===== src/core/dpu_pkg.sv =====
package dpu_pkg;

   // ***************************************************************
   // register map
   // ***************************************************************
   localparam int NUM_REGIONS = 4;
   localparam logic [31:0] ADDR_GLOBAL_ATTR = 32'h0000_3100;
   localparam logic [31:0] ADDR_BASE0 = 32'h0000_3180;
   localparam logic [31:0] ADDR_ATTR0 = 32'h0000_3190;
   localparam logic [31:0] ADDR_REGION_STRIDE = 32'h0000_0200;

   // ***************************************************************
   // field layout (little-endian bit numbers)
   // ***************************************************************
   localparam int BASE_LSB = 12;
   localparam int BASE_W = 20;
   localparam int SIZE_LSB = 12;
   localparam int SIZE_W = 12;
   localparam int PP_LSB = 10;
   localparam int GUARD_BIT = 6;
   localparam int ENABLE_MSB = 31;

   // ***************************************************************
   // reset values
   // ***************************************************************
   localparam logic [BASE_W-1:0] BASE_RESET = 20'h0_0000;
   localparam logic [SIZE_W-1:0] SIZE_RESET = 12'h000;
   localparam logic [1:0] PP_RESET = 2'h0;
   localparam logic [NUM_REGIONS-1:0] ENABLE_RESET = 4'h0;

   // ***************************************************************
   // permission codes
   // ***************************************************************
   localparam logic [1:0] PP_NONE = 2'h0;
   localparam logic [1:0] PP_SUPER_ONLY = 2'h1;
   localparam logic [1:0] PP_USER_RO = 2'h2;
   localparam logic [1:0] PP_USER_RW = 2'h3;

   // register decode result kinds
   typedef enum logic [1:0] {KIND_NONE, KIND_GLOBAL, KIND_BASE, KIND_ATTR} dpu_kind_e;

endpackage : dpu_pkg


===== src/core/dpu_top.sv =====
`timescale 1ns/1ps
// Notes on behaviour
// - four region base registers, numbered zero to three.
// - base holds upper address bits; low twelve bits reserved, read zero.
// - four attribute registers hold size, permission, guard; other bits reserved.
// - size is a low-order thermometer mask, 4 KB up to 16 MB.
// - code 00 denies everything; 01 gives supervisor only.
// - code 10 lets user read only; 11 allows everyone everything.
// - guarded bit set blocks speculative accesses to that region.
// - global register gives permission and guard outside all regions.
// - global register holds four enable bits; all reset to zero.
// - a region counts only while its enable bit is one.
// - reserved bits read zero and ignore writes.
// - only supervisor data accesses reach the registers; others get error.
module dpu_top
   import dpu_pkg::*;
(
   input wire logic sys_clk,
   input wire logic rst,
   input wire logic reg_req,
   input wire logic reg_we,
   input wire logic [31:0] reg_addr,
   input wire logic [31:0] reg_wdata,
   input wire logic reg_super,
   input wire logic reg_instr,
   output logic [31:0] reg_rdata,
   output logic reg_ack,
   output logic reg_err,
   input wire logic chk_req,
   input wire logic [31:0] chk_addr,
   input wire logic chk_we,
   input wire logic chk_super,
   input wire logic chk_spec,
   output logic chk_ack,
   output logic chk_err,
   output logic chk_hit,
   output logic [1:0] chk_hit_idx
);

   // ***************************************************************
   // state
   // ***************************************************************
   typedef struct packed {
      logic [NUM_REGIONS-1:0][BASE_W-1:0] base;
      logic [NUM_REGIONS-1:0][SIZE_W-1:0] size;
      logic [NUM_REGIONS-1:0][1:0] pp;
      logic [NUM_REGIONS-1:0] guard;
      logic [NUM_REGIONS-1:0] enable;
      logic [1:0] glob_pp;
      logic glob_guard;
      logic [31:0] rdata;
      logic ack;
      logic err;
      logic chk_ack;
      logic chk_err;
      logic chk_hit;
      logic [1:0] chk_idx;
   } dpu_state_s;

   dpu_state_s st_q;
   dpu_state_s st_d;

   // ***************************************************************
   // address decode
   // ***************************************************************
   function automatic logic [3:0] decode_addr(input logic [31:0] a);
      logic [3:0] r;
      r = {KIND_NONE, 2'h0};
      if (a == ADDR_GLOBAL_ATTR)
      begin
         r = {KIND_GLOBAL, 2'h0};
      end
      for (int i = 0; i < NUM_REGIONS; i++)
      begin
         if (a == ADDR_BASE0 + ADDR_REGION_STRIDE * 32'(i))
         begin
            r = {KIND_BASE, 2'(i)};
         end
         if (a == ADDR_ATTR0 + ADDR_REGION_STRIDE * 32'(i))
         begin
            r = {KIND_ATTR, 2'(i)};
         end
      end
      return r;
   endfunction : decode_addr

   // ***************************************************************
   // region match and permission
   // ***************************************************************
   logic [NUM_REGIONS-1:0] hit_vec;
   logic any_hit;
   logic [1:0] hit_idx;
   logic [1:0] sel_pp;
   logic sel_guard;
   logic allow;

   for (genvar g = 0; g < NUM_REGIONS; g++)
   begin : g_region
      dpu_region_match u_match (
         .base(st_q.base[g]),
         .size_mask(st_q.size[g]),
         .enable(st_q.enable[g]),
         .addr(chk_addr),
         .hit(hit_vec[g])
      );
   end

   always_comb
   begin
      // overlapping regions: the lowest numbered one wins
      any_hit = 1'b0;
      hit_idx = 2'h0;
      for (int i = NUM_REGIONS - 1; i >= 0; i--)
      begin
         if (hit_vec[i])
         begin
            any_hit = 1'b1;
            hit_idx = 2'(i);
         end
      end
      sel_pp = any_hit ? st_q.pp[hit_idx] : st_q.glob_pp;
      sel_guard = any_hit ? st_q.guard[hit_idx] : st_q.glob_guard;
   end

   dpu_perm_check u_perm (
      .access_permission_code(sel_pp),
      .guarded(sel_guard),
      .is_write(chk_we),
      .is_super(chk_super),
      .is_spec(chk_spec),
      .allow(allow)
   );

   // ***************************************************************
   // next state
   // ***************************************************************
   logic [3:0] dec;
   dpu_kind_e kind;
   logic [1:0] idx;
   logic reg_ok;

   always_comb
   begin
      st_d = st_q;
      dec = decode_addr(reg_addr);
      kind = dpu_kind_e'(dec[3:2]);
      idx = dec[1:0];
      // only supervisor data accesses to a mapped word are honoured
      reg_ok = reg_super && !reg_instr && (kind != KIND_NONE);
      st_d.ack = reg_req;
      st_d.err = reg_req && !reg_ok;
      st_d.rdata = 32'h0000_0000;
      if (reg_req && reg_ok && !reg_we)
      begin
         unique case (kind)
            KIND_GLOBAL:
            begin
               for (int i = 0; i < NUM_REGIONS; i++)
               begin
                  st_d.rdata[ENABLE_MSB-i] = st_q.enable[i];
               end
               st_d.rdata[PP_LSB+:2] = st_q.glob_pp;
               st_d.rdata[GUARD_BIT] = st_q.glob_guard;
            end
            KIND_BASE:
            begin
               st_d.rdata[BASE_LSB+:BASE_W] = st_q.base[idx];
            end
            KIND_ATTR:
            begin
               st_d.rdata[SIZE_LSB+:SIZE_W] = st_q.size[idx];
               st_d.rdata[PP_LSB+:2] = st_q.pp[idx];
               st_d.rdata[GUARD_BIT] = st_q.guard[idx];
            end
            default:
            begin
               st_d.rdata = 32'h0000_0000;
            end
         endcase
      end
      if (reg_req && reg_ok && reg_we)
      begin
         // only implemented fields are stored; reserved bits are dropped
         unique case (kind)
            KIND_GLOBAL:
            begin
               for (int i = 0; i < NUM_REGIONS; i++)
               begin
                  st_d.enable[i] = reg_wdata[ENABLE_MSB-i];
               end
               st_d.glob_pp = reg_wdata[PP_LSB+:2];
               st_d.glob_guard = reg_wdata[GUARD_BIT];
            end
            KIND_BASE:
            begin
               st_d.base[idx] = reg_wdata[BASE_LSB+:BASE_W];
            end
            KIND_ATTR:
            begin
               st_d.size[idx] = reg_wdata[SIZE_LSB+:SIZE_W];
               st_d.pp[idx] = reg_wdata[PP_LSB+:2];
               st_d.guard[idx] = reg_wdata[GUARD_BIT];
            end
            default:
            begin
               st_d.ack = reg_req;
            end
         endcase
      end
      // checked access answers one cycle later
      st_d.chk_ack = chk_req;
      st_d.chk_err = chk_req && !allow;
      st_d.chk_hit = chk_req && any_hit;
      st_d.chk_idx = chk_req ? hit_idx : 2'h0;
   end

   // ***************************************************************
   // registers
   // ***************************************************************
   always_ff @(posedge sys_clk)
   begin
      if (rst)
      begin
         st_q <= '0;
         st_q.enable <= ENABLE_RESET;
         st_q.glob_pp <= PP_RESET;
         for (int i = 0; i < NUM_REGIONS; i++)
         begin
            st_q.base[i] <= BASE_RESET;
            st_q.size[i] <= SIZE_RESET;
            st_q.pp[i] <= PP_RESET;
         end
      end
      else
      begin
         st_q <= st_d;
      end
   end

   assign reg_rdata = st_q.rdata;
   assign reg_ack = st_q.ack;
   assign reg_err = st_q.err;
   assign chk_ack = st_q.chk_ack;
   assign chk_err = st_q.chk_err;
   assign chk_hit = st_q.chk_hit;
   assign chk_hit_idx = st_q.chk_idx;

   // ***************************************************************
   // assertions
   // ***************************************************************
   a_user_reg_err:
   assert property (@(posedge sys_clk) disable iff (rst)
      reg_req && (!reg_super || reg_instr) |=> reg_ack && reg_err)
   else $error("user or instruction register access not errored");

   a_base_low_zero:
   assert property (@(posedge sys_clk) disable iff (rst)
      reg_req && !reg_we && kind == KIND_BASE |=> reg_rdata[BASE_LSB-1:0] == 12'h000)
   else $error("base reserved bits not zero");

   a_global_reserved_zero:
   assert property (@(posedge sys_clk) disable iff (rst)
      reg_req && !reg_we && reg_addr == ADDR_GLOBAL_ATTR
      |=> reg_rdata[27:12] == 16'h0000 && reg_rdata[5:0] == 6'h00 && reg_rdata[9:7] == 3'h0)
   else $error("global reserved bits not zero");

   a_enable_after_reset:
   assert property (@(posedge sys_clk)
      $fell(rst) |-> st_q.enable == 4'h0 && st_q.glob_pp == PP_NONE)
   else $error("regions not disabled after reset");

   a_disabled_no_hit:
   assert property (@(posedge sys_clk) disable iff (rst)
      chk_req && st_q.enable == 4'h0 |=> !chk_hit)
   else $error("hit reported with all regions disabled");

   a_pp_none_denies:
   assert property (@(posedge sys_clk) disable iff (rst)
      chk_req && sel_pp == PP_NONE |=> chk_ack && chk_err)
   else $error("code 00 access not denied");

   a_user_ro_write:
   assert property (@(posedge sys_clk) disable iff (rst)
      chk_req && sel_pp == PP_USER_RO && !chk_super && chk_we |=> chk_err)
   else $error("user write to read-only area allowed");

   a_full_access_ok:
   assert property (@(posedge sys_clk) disable iff (rst)
      chk_req && sel_pp == PP_USER_RW && !(sel_guard && chk_spec) |=> chk_ack && !chk_err)
   else $error("code 11 access refused");

   a_guard_blocks_spec:
   assert property (@(posedge sys_clk) disable iff (rst)
      chk_req && chk_spec && sel_guard |=> chk_err)
   else $error("speculative access to guarded area allowed");

   a_write_then_read:
   assert property (@(posedge sys_clk) disable iff (rst)
      reg_req && reg_we && reg_super && !reg_instr && reg_addr == ADDR_BASE0
      ##1 reg_req && !reg_we && reg_super && !reg_instr && reg_addr == ADDR_BASE0
      |=> reg_rdata[31:BASE_LSB] == $past(reg_wdata[31:BASE_LSB], 2))
   else $error("base register did not keep written value");

   a_super_only_code:
   assert property (@(posedge sys_clk) disable iff (rst)
      chk_req && sel_pp == PP_SUPER_ONLY && !chk_spec |=> chk_err == !$past(chk_super))
   else $error("code 01 decode wrong");

endmodule : dpu_top


===== src/core/dpu_region_match.sv =====
`timescale 1ns/1ps
module dpu_region_match
   import dpu_pkg::*;
(
   input wire logic [BASE_W-1:0] base,
   input wire logic [SIZE_W-1:0] size_mask,
   input wire logic enable,
   input wire logic [31:0] addr,
   output logic hit
);

   // ***************************************************************
   // region compare
   // ***************************************************************
   logic [BASE_W-1:0] care;

   always_comb
   begin
      // a misaligned base acts as if rounded down: its masked bits are ignored
      care = ~{{(BASE_W-SIZE_W){1'b0}}, size_mask};
      hit = enable && ((addr[31:BASE_LSB] & care) == (base & care));
   end

endmodule : dpu_region_match


===== src/core/dpu_perm_check.sv =====
`timescale 1ns/1ps
module dpu_perm_check
   import dpu_pkg::*;
(
   input wire logic [1:0] access_permission_code,
   input wire logic guarded,
   input wire logic is_write,
   input wire logic is_super,
   input wire logic is_spec,
   output logic allow
);

   // ***************************************************************
   // permission decode
   // ***************************************************************
   logic perm_ok;

   always_comb
   begin
      unique case (access_permission_code)
         PP_NONE: perm_ok = 1'b0;
         PP_SUPER_ONLY: perm_ok = is_super;
         PP_USER_RO: perm_ok = is_super || !is_write;
         PP_USER_RW: perm_ok = 1'b1;
      endcase
      allow = perm_ok && !(guarded && is_spec);
   end

endmodule : dpu_perm_check


===== config.mk =====
export PLATFORM = sky130hd
export DESIGN_NAME = dpu_top
export DESIGN_NICKNAME = d
export VERILOG_FILES = /design/src/core/dpu_pkg.sv /design/src/core/dpu_top.sv /design/src/core/dpu_region_match.sv /design/src/core/dpu_perm_check.sv
export SDC_FILE = /design/constraint.sdc
export NUM_CORES = 1
export LEC_CHECK = 0
export ABC_AREA = 1
export BUFFER_PORTS_ARGS = -buffer_cell sky130_fd_sc_hd__clkbuf_2
export CAP_MARGIN = 20
export CORE_MARGIN = 1
export CORE_UTILIZATION = 35
export CTS_BUF_LIST = sky130_fd_sc_hd__clkbuf_4 sky130_fd_sc_hd__clkbuf_8
export CTS_CLUSTER_SIZE = 8
export DETAILED_ROUTE_END_ITERATION = 7
export HOLD_SLACK_MARGIN = 0.15
export SYNTH_ARGS = -nofsm -noshare
export SYNTH_HDL_FRONTEND = slang
export SYNTH_SLANG_ARGS = --single-unit

===== constraint.sdc =====
create_clock -name sys_clk -period 4.9 [get_ports sys_clk]
set_input_delay 0.98 -clock sys_clk [delete_from_list [all_inputs] [get_ports sys_clk]]
set_output_delay 0.98 -clock sys_clk [all_outputs]
set_load 0.1 [all_outputs]

==> run summary <==
status -> completed
crit-path max FO -> 19
num ports -> 145
Place WS -> 620 ps
Leak -> 4.13 nW
Yosys cell types -> 47
Gate Count Post-Synth -> 1334
Initial DRC Count -> 652
layout cells sized above 1 -> 0.146
Total Routing Usage GR -> 0.217
xor and xnor fraction of the mapped netlist area -> 0.0124
Max rail drop VDD -> 0.000165 V
Synth area leader -> dfxtp_1
worst path cell trace -> clkbuf_2 > nor4_4 > nand4_1 > nor2_2 > nand2_1 > o21ai_4 > inv_4 > nand2_4 > nor2_8 > o21ai_0 > inv_1 > ha_1 > nor3_2 > inv_2 > nor3_4 > inv_2 > nor2_2 > buf_4 > nand2_4 > o21ai_0 > a21oi_1
met3 WL -> 2.25 mm
fin crit period -> 3780 ps
dpl cells -> 1724
Routed WL -> 29.0 mm
Synth Cell Area -> 0.00921 mm²
Max Fclk -> 0.265 GHz
most frequent cell after synthesis -> nand2_1
EDFF count, synth -> 0
Yosys reg bits -> 177
post-route setup slack -> 1120 ps
period utilisation layout -> 0.771
clk slew on worst S/H paths -> 90 ps
initial antenna violation count -> 2
CTS Buf Count -> 17
Pwr Density -> 258 mW/mm²
Pwr Total -> 2.65 mW
vias -> 8839
critical path's slowest cell -> nor4_4
post-cts gate resize count -> 0
placed inst area -> 0.00986 mm²
Post-DP HPWL -> 20.1 mm
largest cells by area after synthesis -> dfxtp_1 38%, nand2_1 11%, a21oi_1 7.1%
relative slew slack -> 0.247
Starting Density -> 0.355
Final setup viols -> 0
WP buf/inv -> 6
Root Driver -> clkbuf_8
Worst setup EP type -> flop
Fin. Hold Viols -> 0
Non-Filler Instances -> 1758
die area -> 0.0270 mm²
worst hold slack -> 476 ps
layout overhead on the synthesized area -> 11.3%
largest family of logic cells by synthesized area -> simple AND/OR/NAND/NOR gates
Hold Crit Class -> flop to flop
die height -> 164 µm
# rows -> 59
CTS Buffer Depth -> 2
vias in the first global route -> 8040
Synth warnings -> 0
reg-to-reg slack, setup -> 2560 ps
WP data required -> 5260 ps
drt wl/cell -> 16.5 µm
Post-Synth Adder-Cell Area -> 0.00543
Hold-fix buffers, CTS -> 0
first-pass GRT wire length -> 44.1 mm
# DRC -> 0
port bufs -> 114
sequential share of the synthesized area -> 0.385
Crit path arrival time -> 4140 ps
Post-DRT Antenna Nets -> 0
Synth top cells by count -> 265 x nand2_1, 177 x dfxtp_1, 161 x nor2_1, 158 x inv_1, 131 x a21oi_1
Finished Cell Area -> 0.0103 mm²
Placeable Area -> 0.0259 mm²
Setup Skew -> 14.2 ps
GR Overflow Total -> 0
met2 routed WL -> 13.2 mm
kind of critical path -> primary input to flop
post-synth top area share -> 0.385
worst skew pair latency -> 470 ps
setup tns final -> 0 ps
CP startpoint kind -> primary input
gpl congestion -> 0.885
compound-cell area share of the yosys netlist -> 0.214
Initial DRT Pass Iterations -> 5
Slew Limit Fails -> 0
mux contribution to synthesized area -> 0
crit-path max cell delay -> 320 ps
Synth Area in Simple Gates -> 0.252
RSZ-0062 raised after global routing -> false
pin count of the biggest net entering global routing -> 92
Post-synth ARST share -> 0
met1 WL -> 12.8 mm
nets@finish -> 1518
Util after Layout -> 0.396
Primary FF master, synth -> dfxtp_1
Sink Count -> 177
Vias/cell -> 5.03
Avg Cell Area, Syn -> 6.90 µm²
fillers -> 2749
Max Used Layer -> met4
Max Cap Viol -> 0
Die X-Extent -> 164 µm
CTS tree -> yes
H-tree depth -> 4
Worst Tran Pin Value -> 1130 ps
Post-CTS Setup Bufs -> 0
Top delay family on crit path -> simple AND/OR/NAND/NOR gates
## tightest hold or removal path, delay by kind of cell (launching register included)
family	cells	cell delay (ps)
DFF	1	320
buffers and inverters	1	60
AOI/OAI and AO/OA	1	50
## metal layers
metal | global-route usage | vias up
li1 | - | 4488
met1 | 0.283 | 3967
met2 | 0.353 | 327
met3 | 0.0391 | 57
met4 | 0.0846 | 0
met5 | 0 | -
## flip-flops by register name, indices dropped and copies added, names as in the netlist
| signal | count |
|---|---|
| st_q | 147 |
| chk_hit_idx | 2 |
| reg_err | 1 |
| reg_rdata | 23 |
| reg_ack | 1 |
| chk_ack | 1 |
| chk_err | 1 |
| chk_hit | 1 |
## path summary, 6_finish.rpt
check             end         from  depth (start not counted)
max          st_q[62]  reg_addr[1]                         21
min          st_q[65]     st_q[65]                          2
max reg2reg   chk_err    st_q[114]                         15
min reg2reg  st_q[65]     st_q[65]                          2
## layout by cell type, fill, tap and decap left out, drive strengths merged, types with 2 or more instances in the layout
| cell | n |
|---|---|
| nand2 | 273 |
| dfxtp | 177 |
| nor2 | 170 |
| inv | 168 |
| clkbuf | 132 |
| a21oi | 131 |
| o21ai | 111 |
| a211oi | 70 |
| nand3 | 66 |
| buf | 29 |
| nand4 | 11 |
| o22ai | 11 |
| o221ai | 10 |
| conb | 9 |
| xor2 | 8 |
| nor3 | 8 |
| clkinv | 7 |
| xnor2 | 5 |
| nand3b | 5 |
| ha | 4 |
| o211ai | 3 |
| diode | 2 |
| and3 | 2 |
| a221oi | 2 |
| clkinvlp | 2 |
| or2 | 2 |
## where the power goes
part	leakage [nW]	internal [mW]	switching, mW	total, mW
Sequential	1.43	1.44	0.000440	1.44
Clock	0.193	0.436	0.566	1.00
Combinational	2.51	0.0534	0.150	0.204
Total	4.13	1.93	0.716	2.65
## cell families after synthesis
family | Yosys count
adder cells (fa/ha/maj) | 4
buffers and inverters | 260
flip-flops | 177
AO/OA/AOI/OAI | 340
AND/OR/NAND/NOR | 539
XOR/XNOR | 13
other | 1
## cell type report
| class | instances | area (µm²) | share of cell area |
|---|---|---|---|
| clock buffers | 19 | 262 | 0.0255 |
| clock inverters | 13 | 125 | 0.0122 |
| multi-input cells | 905 | 4500 | 0.438 |
| flip-flops and latches | 177 | 3540 | 0.346 |
| inverters | 165 | 622 | 0.0607 |
| well taps | 335 | 419 | 0.0409 |
| repair buffers | 142 | 781 | 0.0762 |
| diodes | 2 | 5.00 | 0.000488 |
Power figures use the tool's default switching activity.
